<file path="src/pkg/key_scan_params.svh">
`ifndef KEY_SCAN_PARAMS_SVH
`define KEY_SCAN_PARAMS_SVH

// instruction cycle timing
`define KS_INSTR_TIME_NS   44400
`define KS_CLK_PERIOD_NS   50
`define KS_INSTR_CYCLES    (`KS_INSTR_TIME_NS / `KS_CLK_PERIOD_NS)

// digit scan geometry: digit, slot and sample counts, slot timing in instruction cycles
`define KS_DIGITS          7
`define KS_SLOT_INSTR      5
`define KS_SCAN_SLOTS      8
`define KS_SAMPLE_INSTR    3'h2
`define KS_CHECK_SAMPLES   3'h6

// operand port codes
`define KS_CN_RESULT_LO    3'h0
`define KS_CN_RESULT_HI    3'h1
`define KS_CN_LATCH        3'h2
`define KS_CN_BLANK        3'h4
`define KS_CN_STATUS       3'h5
`define KS_CN_SELECT_LO    3'h6
`define KS_CN_SELECT_HI    3'h7

// field positions
`define KS_BLANK_BIT       0
`define KS_KEYRST_BIT      2
`define KS_STAT_K0_BIT     0
`define KS_STAT_ON_BIT     1

// reset values
`define KS_BLANK_RST       1'b0
`define KS_SELECT_RST      7'h00

`endif

</file>
<file path="src/pkg/key_scan_pkg.sv">
package key_scan_pkg;

  typedef enum logic [1:0] {
    scan_idle,
    scan_sample,
    scan_check
  } scan_mode_type;

  typedef struct packed {
    logic [3:0]    sync_a;
    logic [3:0]    sync_b;
    logic [15:0]   div_cnt;
    logic [2:0]    slot_instr;
    logic [2:0]    digit_idx;
    scan_mode_type mode;
    logic [2:0]    samples;
    logic [3:0]    latch;
    logic [6:0]    result;
    logic [6:0]    select;
    logic          blank;
    logic          key_present;
    logic [6:0]    digit_out;
    logic [7:0]    seg_out;
    logic [3:0]    rd_data;
    logic          rd_valid;
    logic          wake;
  } state_type;

endpackage : key_scan_pkg

</file>
<file path="src/design/key_matrix_scan.sv">
`timescale 1ns/100ps
`include "key_scan_params.svh"

module key_matrix_scan
  import key_scan_pkg::*;
#(
  parameter int INSTR_CYCLES = `KS_INSTR_CYCLES
) (
  input  wire logic       clock,
  input  wire logic       rstn,
  input  wire logic       backup_mode,
  input  wire logic       clock_halt_instr,
  input  wire logic       io_out_stb,
  input  wire logic       io_in_stb,
  input  wire logic       key_out_stb,
  input  wire logic       key_in_stb,
  input  wire logic [2:0] operand_port_code,
  input  wire logic [3:0] wr_data,
  output logic      [3:0] rd_data,
  output logic            rd_valid,
  input  wire logic [3:0] key_in_lines,
  input  wire logic [7:0] seg_pattern,
  output logic      [6:0] digit_strobe_lines,
  output logic      [7:0] segment_lines,
  output logic            wait_release
);

  // divider counter is 16 bits wide and needs at least two clocks per tick
  initial begin
    if (INSTR_CYCLES < 2 || INSTR_CYCLES > 65535) begin
      $error("INSTR_CYCLES out of range");
    end
  end

  localparam logic [15:0] DIV_LAST = 16'(INSTR_CYCLES - 1);
  localparam logic [2:0]  SLOT_LAST = 3'(`KS_SLOT_INSTR - 1);
  localparam logic [2:0]  IDX_LAST = 3'(`KS_SCAN_SLOTS - 1);
  localparam logic [2:0]  IDX_BLANK = 3'(`KS_DIGITS);

  // one-hot digit select for a scan slot; the blank slot gives none
  function automatic logic [6:0] digit_onehot(input logic [2:0] idx);
    logic [6:0] v;
    v = 7'h00;
    if (idx < IDX_BLANK) begin
      v[idx] = 1'b1;
    end
    return v;
  endfunction : digit_onehot

  state_type s_q;
  state_type s_d;

  logic       instr_tick;
  logic       outputs_on;
  logic       sample_pulse;
  logic [6:0] cur_digit;
  logic       any_key;
  logic       key_reset_wr;

  // scan timing and decode helpers
  always_comb begin
    instr_tick = (s_q.div_cnt == DIV_LAST);
    // blanking or backup holds the digits low, so the matrix is never
    // strobed and sampling must stop too
    outputs_on = !s_q.blank && !backup_mode;
    cur_digit = digit_onehot(s_q.digit_idx);
    sample_pulse = instr_tick && outputs_on && (cur_digit != 7'h00)
                   && (s_q.slot_instr == `KS_SAMPLE_INSTR);
    // open matrix positions read low thanks to pull-downs
    any_key = (s_q.sync_b != 4'h0);
    key_reset_wr = io_out_stb && (operand_port_code == `KS_CN_STATUS)
                   && wr_data[`KS_KEYRST_BIT];
  end

  // whole next-state function
  always_comb begin
    s_d = s_q;
    s_d.wake = 1'b0;
    s_d.rd_valid = 1'b0;

    // key lines come from pins: two flops before any use
    s_d.sync_a = key_in_lines;
    s_d.sync_b = s_q.sync_a;

    // instruction-cycle divider, then 5 instructions per slot, 8 slots
    if (instr_tick) begin
      s_d.div_cnt = 16'h0000;
      if (s_q.slot_instr == SLOT_LAST) begin
        s_d.slot_instr = 3'h0;
        // seven digit slots plus one idle slot make the 40 cycle period
        s_d.digit_idx = (s_q.digit_idx == IDX_LAST) ? 3'h0
                        : 3'(s_q.digit_idx + 3'h1);
      end else begin
        s_d.slot_instr = 3'(s_q.slot_instr + 3'h1);
      end
    end else begin
      s_d.div_cnt = 16'(s_q.div_cnt + 16'h0001);
    end

    // digit and segment drivers
    if (outputs_on) begin
      s_d.digit_out = cur_digit;
      s_d.seg_out = (cur_digit != 7'h00) ? seg_pattern : 8'h00;
    end else begin
      s_d.digit_out = 7'h00;
      s_d.seg_out = 8'h00;
    end

    // cpu writes; other ports survive a clock halt instruction, only blank is cleared
    if (key_out_stb && operand_port_code == `KS_CN_BLANK) begin
      s_d.blank = wr_data[`KS_BLANK_BIT];
    end
    if (clock_halt_instr) begin
      s_d.blank = `KS_BLANK_RST;
    end
    if (io_out_stb && operand_port_code == `KS_CN_SELECT_LO) begin
      s_d.select[3:0] = wr_data;
    end
    if (io_out_stb && operand_port_code == `KS_CN_SELECT_HI) begin
      s_d.select[6:4] = wr_data[2:0];
    end

    // key reset restarts sampling and drops the flag
    if (key_reset_wr) begin
      s_d.mode = scan_sample;
      s_d.key_present = 1'b0;
    end

    // capture and return-line check
    case (s_q.mode)
      scan_sample: begin
        // only digits enabled in the select port may capture
        if (sample_pulse && any_key
            && ((cur_digit & s_q.select) != 7'h00)) begin
          s_d.latch = s_q.sync_b;
          // the capturing line already shows a key, so it counts as checked
          s_d.result = cur_digit & s_q.select;
          s_d.samples = 3'h0;
          s_d.mode = scan_check;
        end
      end
      scan_check: begin
        if (sample_pulse) begin
          // deselected lines never get a result bit
          if (any_key) begin
            s_d.result = s_q.result
                         | (cur_digit & s_q.select);
          end
          s_d.samples = 3'(s_q.samples + 3'h1);
          // six further samples cover every other line: 35 instruction cycles
          // across the idle slot, but 30 when the capture was on digit 0
          if (s_q.samples == 3'(`KS_CHECK_SAMPLES - 3'h1)) begin
            // a key reset in the same cycle loses: the set wins
            s_d.key_present = 1'b1;
            s_d.mode = scan_idle;
            s_d.wake = 1'b1;
          end
        end
      end
      default: begin
      end
    endcase

    // cpu reads, answered one cycle after the strobe
    if (io_in_stb) begin
      s_d.rd_valid = 1'b1;
      if (operand_port_code == `KS_CN_STATUS) begin
        s_d.rd_data = 4'h0;
        s_d.rd_data[`KS_STAT_K0_BIT] = s_q.sync_b[0];
        s_d.rd_data[`KS_STAT_ON_BIT] = s_q.key_present;
      end else if (operand_port_code == `KS_CN_SELECT_LO) begin
        s_d.rd_data = s_q.select[3:0];
      end else if (operand_port_code == `KS_CN_SELECT_HI) begin
        s_d.rd_data = {1'b0, s_q.select[6:4]};
      end else begin
        s_d.rd_data = 4'h0;
      end
    end else if (key_in_stb) begin
      s_d.rd_valid = 1'b1;
      if (operand_port_code == `KS_CN_LATCH) begin
        s_d.rd_data = s_q.latch;
      end else if (operand_port_code == `KS_CN_RESULT_LO) begin
        s_d.rd_data = s_q.result[3:0] & s_q.select[3:0];
      end else if (operand_port_code == `KS_CN_RESULT_HI) begin
        s_d.rd_data = {1'b0, s_q.result[6:4] & s_q.select[6:4]};
      end else begin
        s_d.rd_data = 4'h0;
      end
    end
  end

  // single state register; reset leaves every driver low
  always_ff @(posedge clock or negedge rstn) begin
    if (!rstn) begin
      s_q.sync_a      <= 4'h0;
      s_q.sync_b      <= 4'h0;
      s_q.div_cnt     <= 16'h0000;
      s_q.slot_instr  <= 3'h0;
      s_q.digit_idx   <= 3'h0;
      s_q.mode        <= scan_idle;
      s_q.samples     <= 3'h0;
      s_q.latch       <= 4'h0;
      s_q.result      <= 7'h00;
      s_q.select      <= `KS_SELECT_RST;
      s_q.blank       <= `KS_BLANK_RST;
      s_q.key_present <= 1'b0;
      s_q.digit_out   <= 7'h00;
      s_q.seg_out     <= 8'h00;
      s_q.rd_data     <= 4'h0;
      s_q.rd_valid    <= 1'b0;
      s_q.wake        <= 1'b0;
    end else begin
      s_q <= s_d;
    end
  end

  // outputs come straight from the state flops
  assign digit_strobe_lines = s_q.digit_out;
  assign segment_lines      = s_q.seg_out;
  assign rd_data            = s_q.rd_data;
  assign rd_valid           = s_q.rd_valid;
  assign wait_release       = s_q.wake;

endmodule : key_matrix_scan

</file>
<file path="config.mk">
export PLATFORM = sky130hd
export DESIGN_NAME = key_matrix_scan
export DESIGN_NICKNAME = d
export VERILOG_FILES = /design/src/pkg/key_scan_pkg.sv /design/src/design/key_matrix_scan.sv
export VERILOG_INCLUDE_DIRS = /design/src /design/src/pkg
export SDC_FILE = /design/constraint.sdc
export NUM_CORES = 1
export LEC_CHECK = 0
export ABC_AREA = 1
export BUFFER_PORTS_ARGS = -buffer_cell sky130_fd_sc_hd__buf_2
export CAP_MARGIN = 5
export CORE_MARGIN = 2
export CORE_UTILIZATION = 35
export DETAILED_ROUTE_END_ITERATION = 7
export HOLD_SLACK_MARGIN = 0.06
export SKIP_CTS_REPAIR_TIMING = 1
export SLEW_MARGIN = 0
export SYNTH_ARGS = -nofsm -noshare
export SYNTH_HDL_FRONTEND = slang
export SYNTH_SLANG_ARGS = --single-unit
export TNS_END_PERCENT = 20
</file>
<file path="constraint.sdc">
create_clock -name clock -period 1.74 [get_ports clock]
set_input_delay 0.174 -clock clock [delete_from_list [all_inputs] [get_ports clock]]
set_output_delay 0.174 -clock clock [all_outputs]
set_load 0.01 [all_outputs]
</file>
# After elaboration in Yosys (flattened, before gate mapping)
# Index checks and enable logic that the tools add are counted.
[word_totals] reg_bits=76 in_bits=27 output_inout_bits=21
[classes] addsub=4 order_cmp=3 n_eq_ne=16 n_mux=33 bitwise=4 reduce_logical=25
[ops] cell="two-way mux 16 bit" count=2
[ops] cell="== test 3 bit (second input constant)" count=7
[ops] cell="two-way mux 7 bit" count=3
[ops] cell="adder 16 x 1 -> 16 bit (second input constant)" count=1
[ops] cell="== test 16 x 10 -> 1 bit (second input constant)" count=1
[ops] cell="two-way mux 4 bit" count=4
[ops] cell="two-way mux 15 bit" count=1
[ops] cell="two-way mux 5 bit" count=3
[ops] cell="case mux 7 bit (2 select lines)" count=1
[ops] cell="nonzero test 7 bit" count=2
[ops] cell="logical AND 1 bit" count=12
[ops] cell="two-way mux 3 bit" count=4
[ops] cell="two-way mux 1 bit" count=10
[ops] cell="case mux 5 bit (2 select lines)" count=1
[ops] cell="adder 3 x 1 -> 3 bit (second input constant)" count=3
[ops] cell="two-way mux 8 bit" count=1
[ops] cell="AND 7 bit" count=1
[ops] cell="OR 7 bit" count=1
[ops] cell="== test 3 x 2 -> 1 bit (second input constant)" count=2
[ops] cell="inequality test 2 bit (second input constant)" count=3
[ops] cell="nonzero test 2 bit" count=3
[ops] cell="AND 4 bit" count=1
[ops] cell="< comparator 3 x 4 -> 1 bit (second input constant)" count=1
[ops] cell="two-way mux 2 bit" count=2
[ops] cell="other kinds (13)" count=15

# Logic depth before layout (Yosys ltp)
[logic_depth] ltp_word=12 mapped_depth=12 mapped_depth_nobuf=12

# Worst setup path after synthesis
# Ideal clock, no wire load.
[synth_timing] path_kind="register to register" start="reg s_q[49] (netlist bit)" end="reg s_q[35] (netlist bit)" setup_time_ps=116 arrival_ps=1455 path_slack_ps=169 stages_incl_launch_ff=12 synth_period_minus_slack_ps=1571 path_cell_list="dfrtp_1 > inv_1 > ha_1 > nand2_1 > nor2_8 > nand3_2 > nor2_4 > nand2_4 > nor2_8 > nand2_4 > nand2_1 > nand2_1"
[synth_between] elab_chain_cells=6 elab_cells_between_ends=7 cone_classes="eq/ne (3); reduce/logical (4)"
[synth_lines] item="from (decl)" line="key_matrix_scan.sv:50" rtl="state_type s_q;"
[synth_lines] item="== test 3 x 2 -> 1 bit (no line) (*)"
[synth_lines] item="logical AND 1 bit (*)" line="key_matrix_scan.sv:67" rtl="sample_pulse = instr_tick && outputs_on && (cur_digit != 7'h00)"
[synth_lines] item="logical AND 1 bit" line="key_matrix_scan.sv:133" rtl="if (sample_pulse && any_key"
[synth_lines] item="logical AND 1 bit" line="key_matrix_scan.sv:134" rtl="&& ((cur_digit & s_q.select) != 7'h00)) begin"
[synth_lines] item="inequality test 2 bit (no line)"
[synth_lines] item="AND reduction 4 bit (no line) (*)"
# Every way passes the cells marked *; elsewhere a longest branch is shown, timed or not.
# A chain may end at the register's enable or synchronous reset.

# Worst setup path after layout
[layout_timing] start="reg s_q[49] (netlist bit)" end="reg s_q[31] (netlist bit)"
# The elaborated chain is that of the path after synthesis.

==> impl_metrics.tcl <==
set metrics [dict create \
    worstHoldEndpoint "rd_valid" \
    netlist.area_leader.share 0.4937 \
    crit_chain "inv_2 -> ha_1 -> nand2_2 -> nor2_8 -> nand3_2 -> nor2_4 -> nand2_4 -> nor2_8 -> nand2_4 -> nand2_2 -> nand2_1" \
    pre_cts_slack_ns 0.02457 \
    vias 3066 \
    ys.warnings.count 0 \
    dp_cells 614 \
    power_mw 3.644 \
    grt_pass1_wl_mm 13.16 \
    cp_max_fo 7 \
    cts_buffers 9 \
    whs_ns 0.1006 \
    crit_buf_inv 1 \
    wirelength_mm 7.979 \
    max-vdd-ir-drop_mv 0.5386 \
    reg2reg_from "s_q[49]" \
    core_area_um2 10790 \
    grt_setup_unrepaired "yes" \
    layout.nets 547 \
    setup_slack_ns 0.01646 \
    finalCritPeriodShare 0.9905 \
    tightest_slew_ns 0.4469 \
    drive_gt1_frac 0.2563 \
    yosysUniqueCellTypes 38 \
    start_util 0.3569 \
    place_hpwl_mm 5.951 \
    syn_area_um2 3852 \
    fin_util 0.4350 \
    slew_headroom 0.6993 \
    wire_per_inst_um 12.18 \
    holdPathStages 3 \
    grt-ovfl-total 0 \
    hp-start "key_in_stb" \
    ant_nets 0 \
    cp.required_ns 1.98 \
    io_pins 48 \
    portBuffers 47 \
    n_fill_cell 1077 \
    path_delay_family "simple AND/OR/NAND/NOR gates" \
    dieArea_um2 11860 \
    cts_root_buf "clkbuf_8" \
    ff2ff_setup_slack_ns 0.02 \
    syn_nets 474 \
    antenna_found_initial 0 \
    ys_top_cells_by_area "dfrtp_1, nand2_1, nor2_1, inv_1, buf_4" \
    synth_top_area_cell "dfrtp_1" \
    crit_arrival_ns 1.97 \
    cts.path.max_buffers 2 \
    r2r-end "s_q[31]" \
    synth_flop_cell "dfrtp_1" \
    fin_skew_ns 0.007212 \
    antennaDiodeCount 0 \
    hp-class "in2reg" \
    worstSetupEndpointType "flip-flop" \
    fp.dieH_um 108.9 \
    clock.fmax_mhz 580.2 \
    async_reset_ff_frac 1.000 \
    worstSetupStartpointType "flip-flop" \
    max_stage_delay_ns 0.40 \
    grt_usage 0.1427 \
    setup_viol 0 \
    slew_viol_final 0 \
    multi_input_area_um2 1618 \
    clkSinkCount 76 \
    synth-edff-count 0 \
    fin_crit_ns 1.724 \
    vias_per_cell 4.681 \
    maxCapViolations 0 \
    cts_max_level 3 \
    drt_first_iter_violations 220 \
    criticalPathCategory "reg2reg" \
    drtPass1Iterations 4 \
    syn_area_per_cell_um2 8.816 \
    rows 38 \
    synth-seq-area-share 0.4937 \
    crit_slowest_cell "dfrtp_1" \
    leakage_nw 2.331 \
    ys_ff_latch 76 \
    p_per_area_nw_per_um2 776.3 \
    synth_most_common_cell "nand2_1" \
    first_global_vias 2871 \
    remaining_drc_errors 0 \
    status "finished clean" \
    tritoncts "yes" \
    area.growth.synth_to_final_pct 21.86 \
    clock_latency_ns 0.35 \
    seq_area_um2 1904 \
    die_w_um 108.9 \
    netlist_instances 437 \
    fin_cells 655 \
    cts.clk_slew.worst_paths_ns 0.09 \
    yosys-top-cells-count "nand2_1, dfrtp_1, nor2_1, inv_1, buf_4" \
    hold_viol 0 \
    globalplace.congestion 0.8003 \
    reg2regPathDepth 11 \
    grt_max_degree 35 \
]
routing by layer:
metal | wire (um) | GRT usage | part of all wire | up-vias
li1 | - | - | - | 1550
met1 | 3737 | 0.1817 | 0.47 | 1440
met2 | 3725 | 0.2320 | 0.47 | 67
met3 | 382 | 0.03825 | 0.048 | 9
met4 | 133 | 0.05311 | 0.017 | 0
met5 | 0 | 0 | 0 | -
registers in the layout (all words and copies together), names as in the netlist:
register,count
digit_strobe_lines,7
rd_data,4
rd_valid,1
s_d,4
s_q,51
segment_lines,8
wait_release,1
cell usage in the layout (no fill, tap or decap), types with 9 or more instances in the layout:
master         instances
a21oi_1               13
dlygate4sd3_1         16
inv_1                 44
o21ai_0               14
dfrtp_1               74
nand2_1               81
nand3_1               20
clkbuf_8               9
nand4_1               15
ha_1                   9
nand2_2               14
buf_4                 21
nor2_1                52
buf_2                 46
kinds of logic (layout without fill, tap and decap cells):
| family | Yosys count | in the layout | synth area share |
|---|---|---|---|
| muxes | 1 | 1 | 0.002923 |
| AOI/OAI and AO/OA | 45 | 45 | 0.06885 |
| buffers and inverters | 76 | 154 | 0.09679 |
| adders and majority gates | 10 | 10 | 0.03248 |
| xor gates and xnor gates | 7 | 7 | 0.01591 |
| DFF | 76 | 76 | 0.4937 |
| and+or+nand+nor | 222 | 222 | 0.2894 |
stage by stage:
step / TNS (ns) / instance area [um2]
final: 0 / 4695
after global routing: -1.062 / 4695
after CTS: 0 / 4424
after detailed placement: 0 / 4203
after global placement: 0 / 4203
after floorplan: 0 / 3852
report_power, final:
part           total (mW)  switching (mW)  internal [mW]
Combinational       0.263           0.150          0.114
Sequential           1.88          0.0592           1.83
Clock                1.50           0.682          0.814
Total                3.64           0.891           2.75
worst max path at each step:
stage | from | to | slack, ns | cells past startpoint
after floorplan | s_q[49] | s_q[35] | 0.17 | 11
after global placement | s_q[52] | s_q[41] | 0.08 | 12
after detailed placement | s_q[52] | s_q[43] | 0.02 | 12
after CTS | s_q[52] | s_q[43] | 0.01 | 12
after global routing | s_q[52] | s_q[31] | -0.1 | 12
final | s_q[49] | s_q[31] | 0.02 | 11
worst register-to-register path: cells and delay by family, from the launching register on:
| kind | cells | cell delay [ns] |
|---|---|---|
| buf+inv | 1 | 0.07 |
| flops | 1 | 0.40 |
| fa+ha+maj | 1 | 0.16 |
| simple gates | 9 | 0.98 |
cell type report:
| class | instances | area share |
|---|---|---|
| well taps | 140 | 0.03731 |
| clock buffers | 9 | 0.02639 |
| flip-flops and latches | 76 | 0.4057 |
| repair buffers | 84 | 0.1210 |
| clock inverters | 7 | 0.02079 |
| inverters | 54 | 0.04424 |
| multi-input cells | 285 | 0.3446 |
No activity file was read; power rests on OpenSTA's default activity.
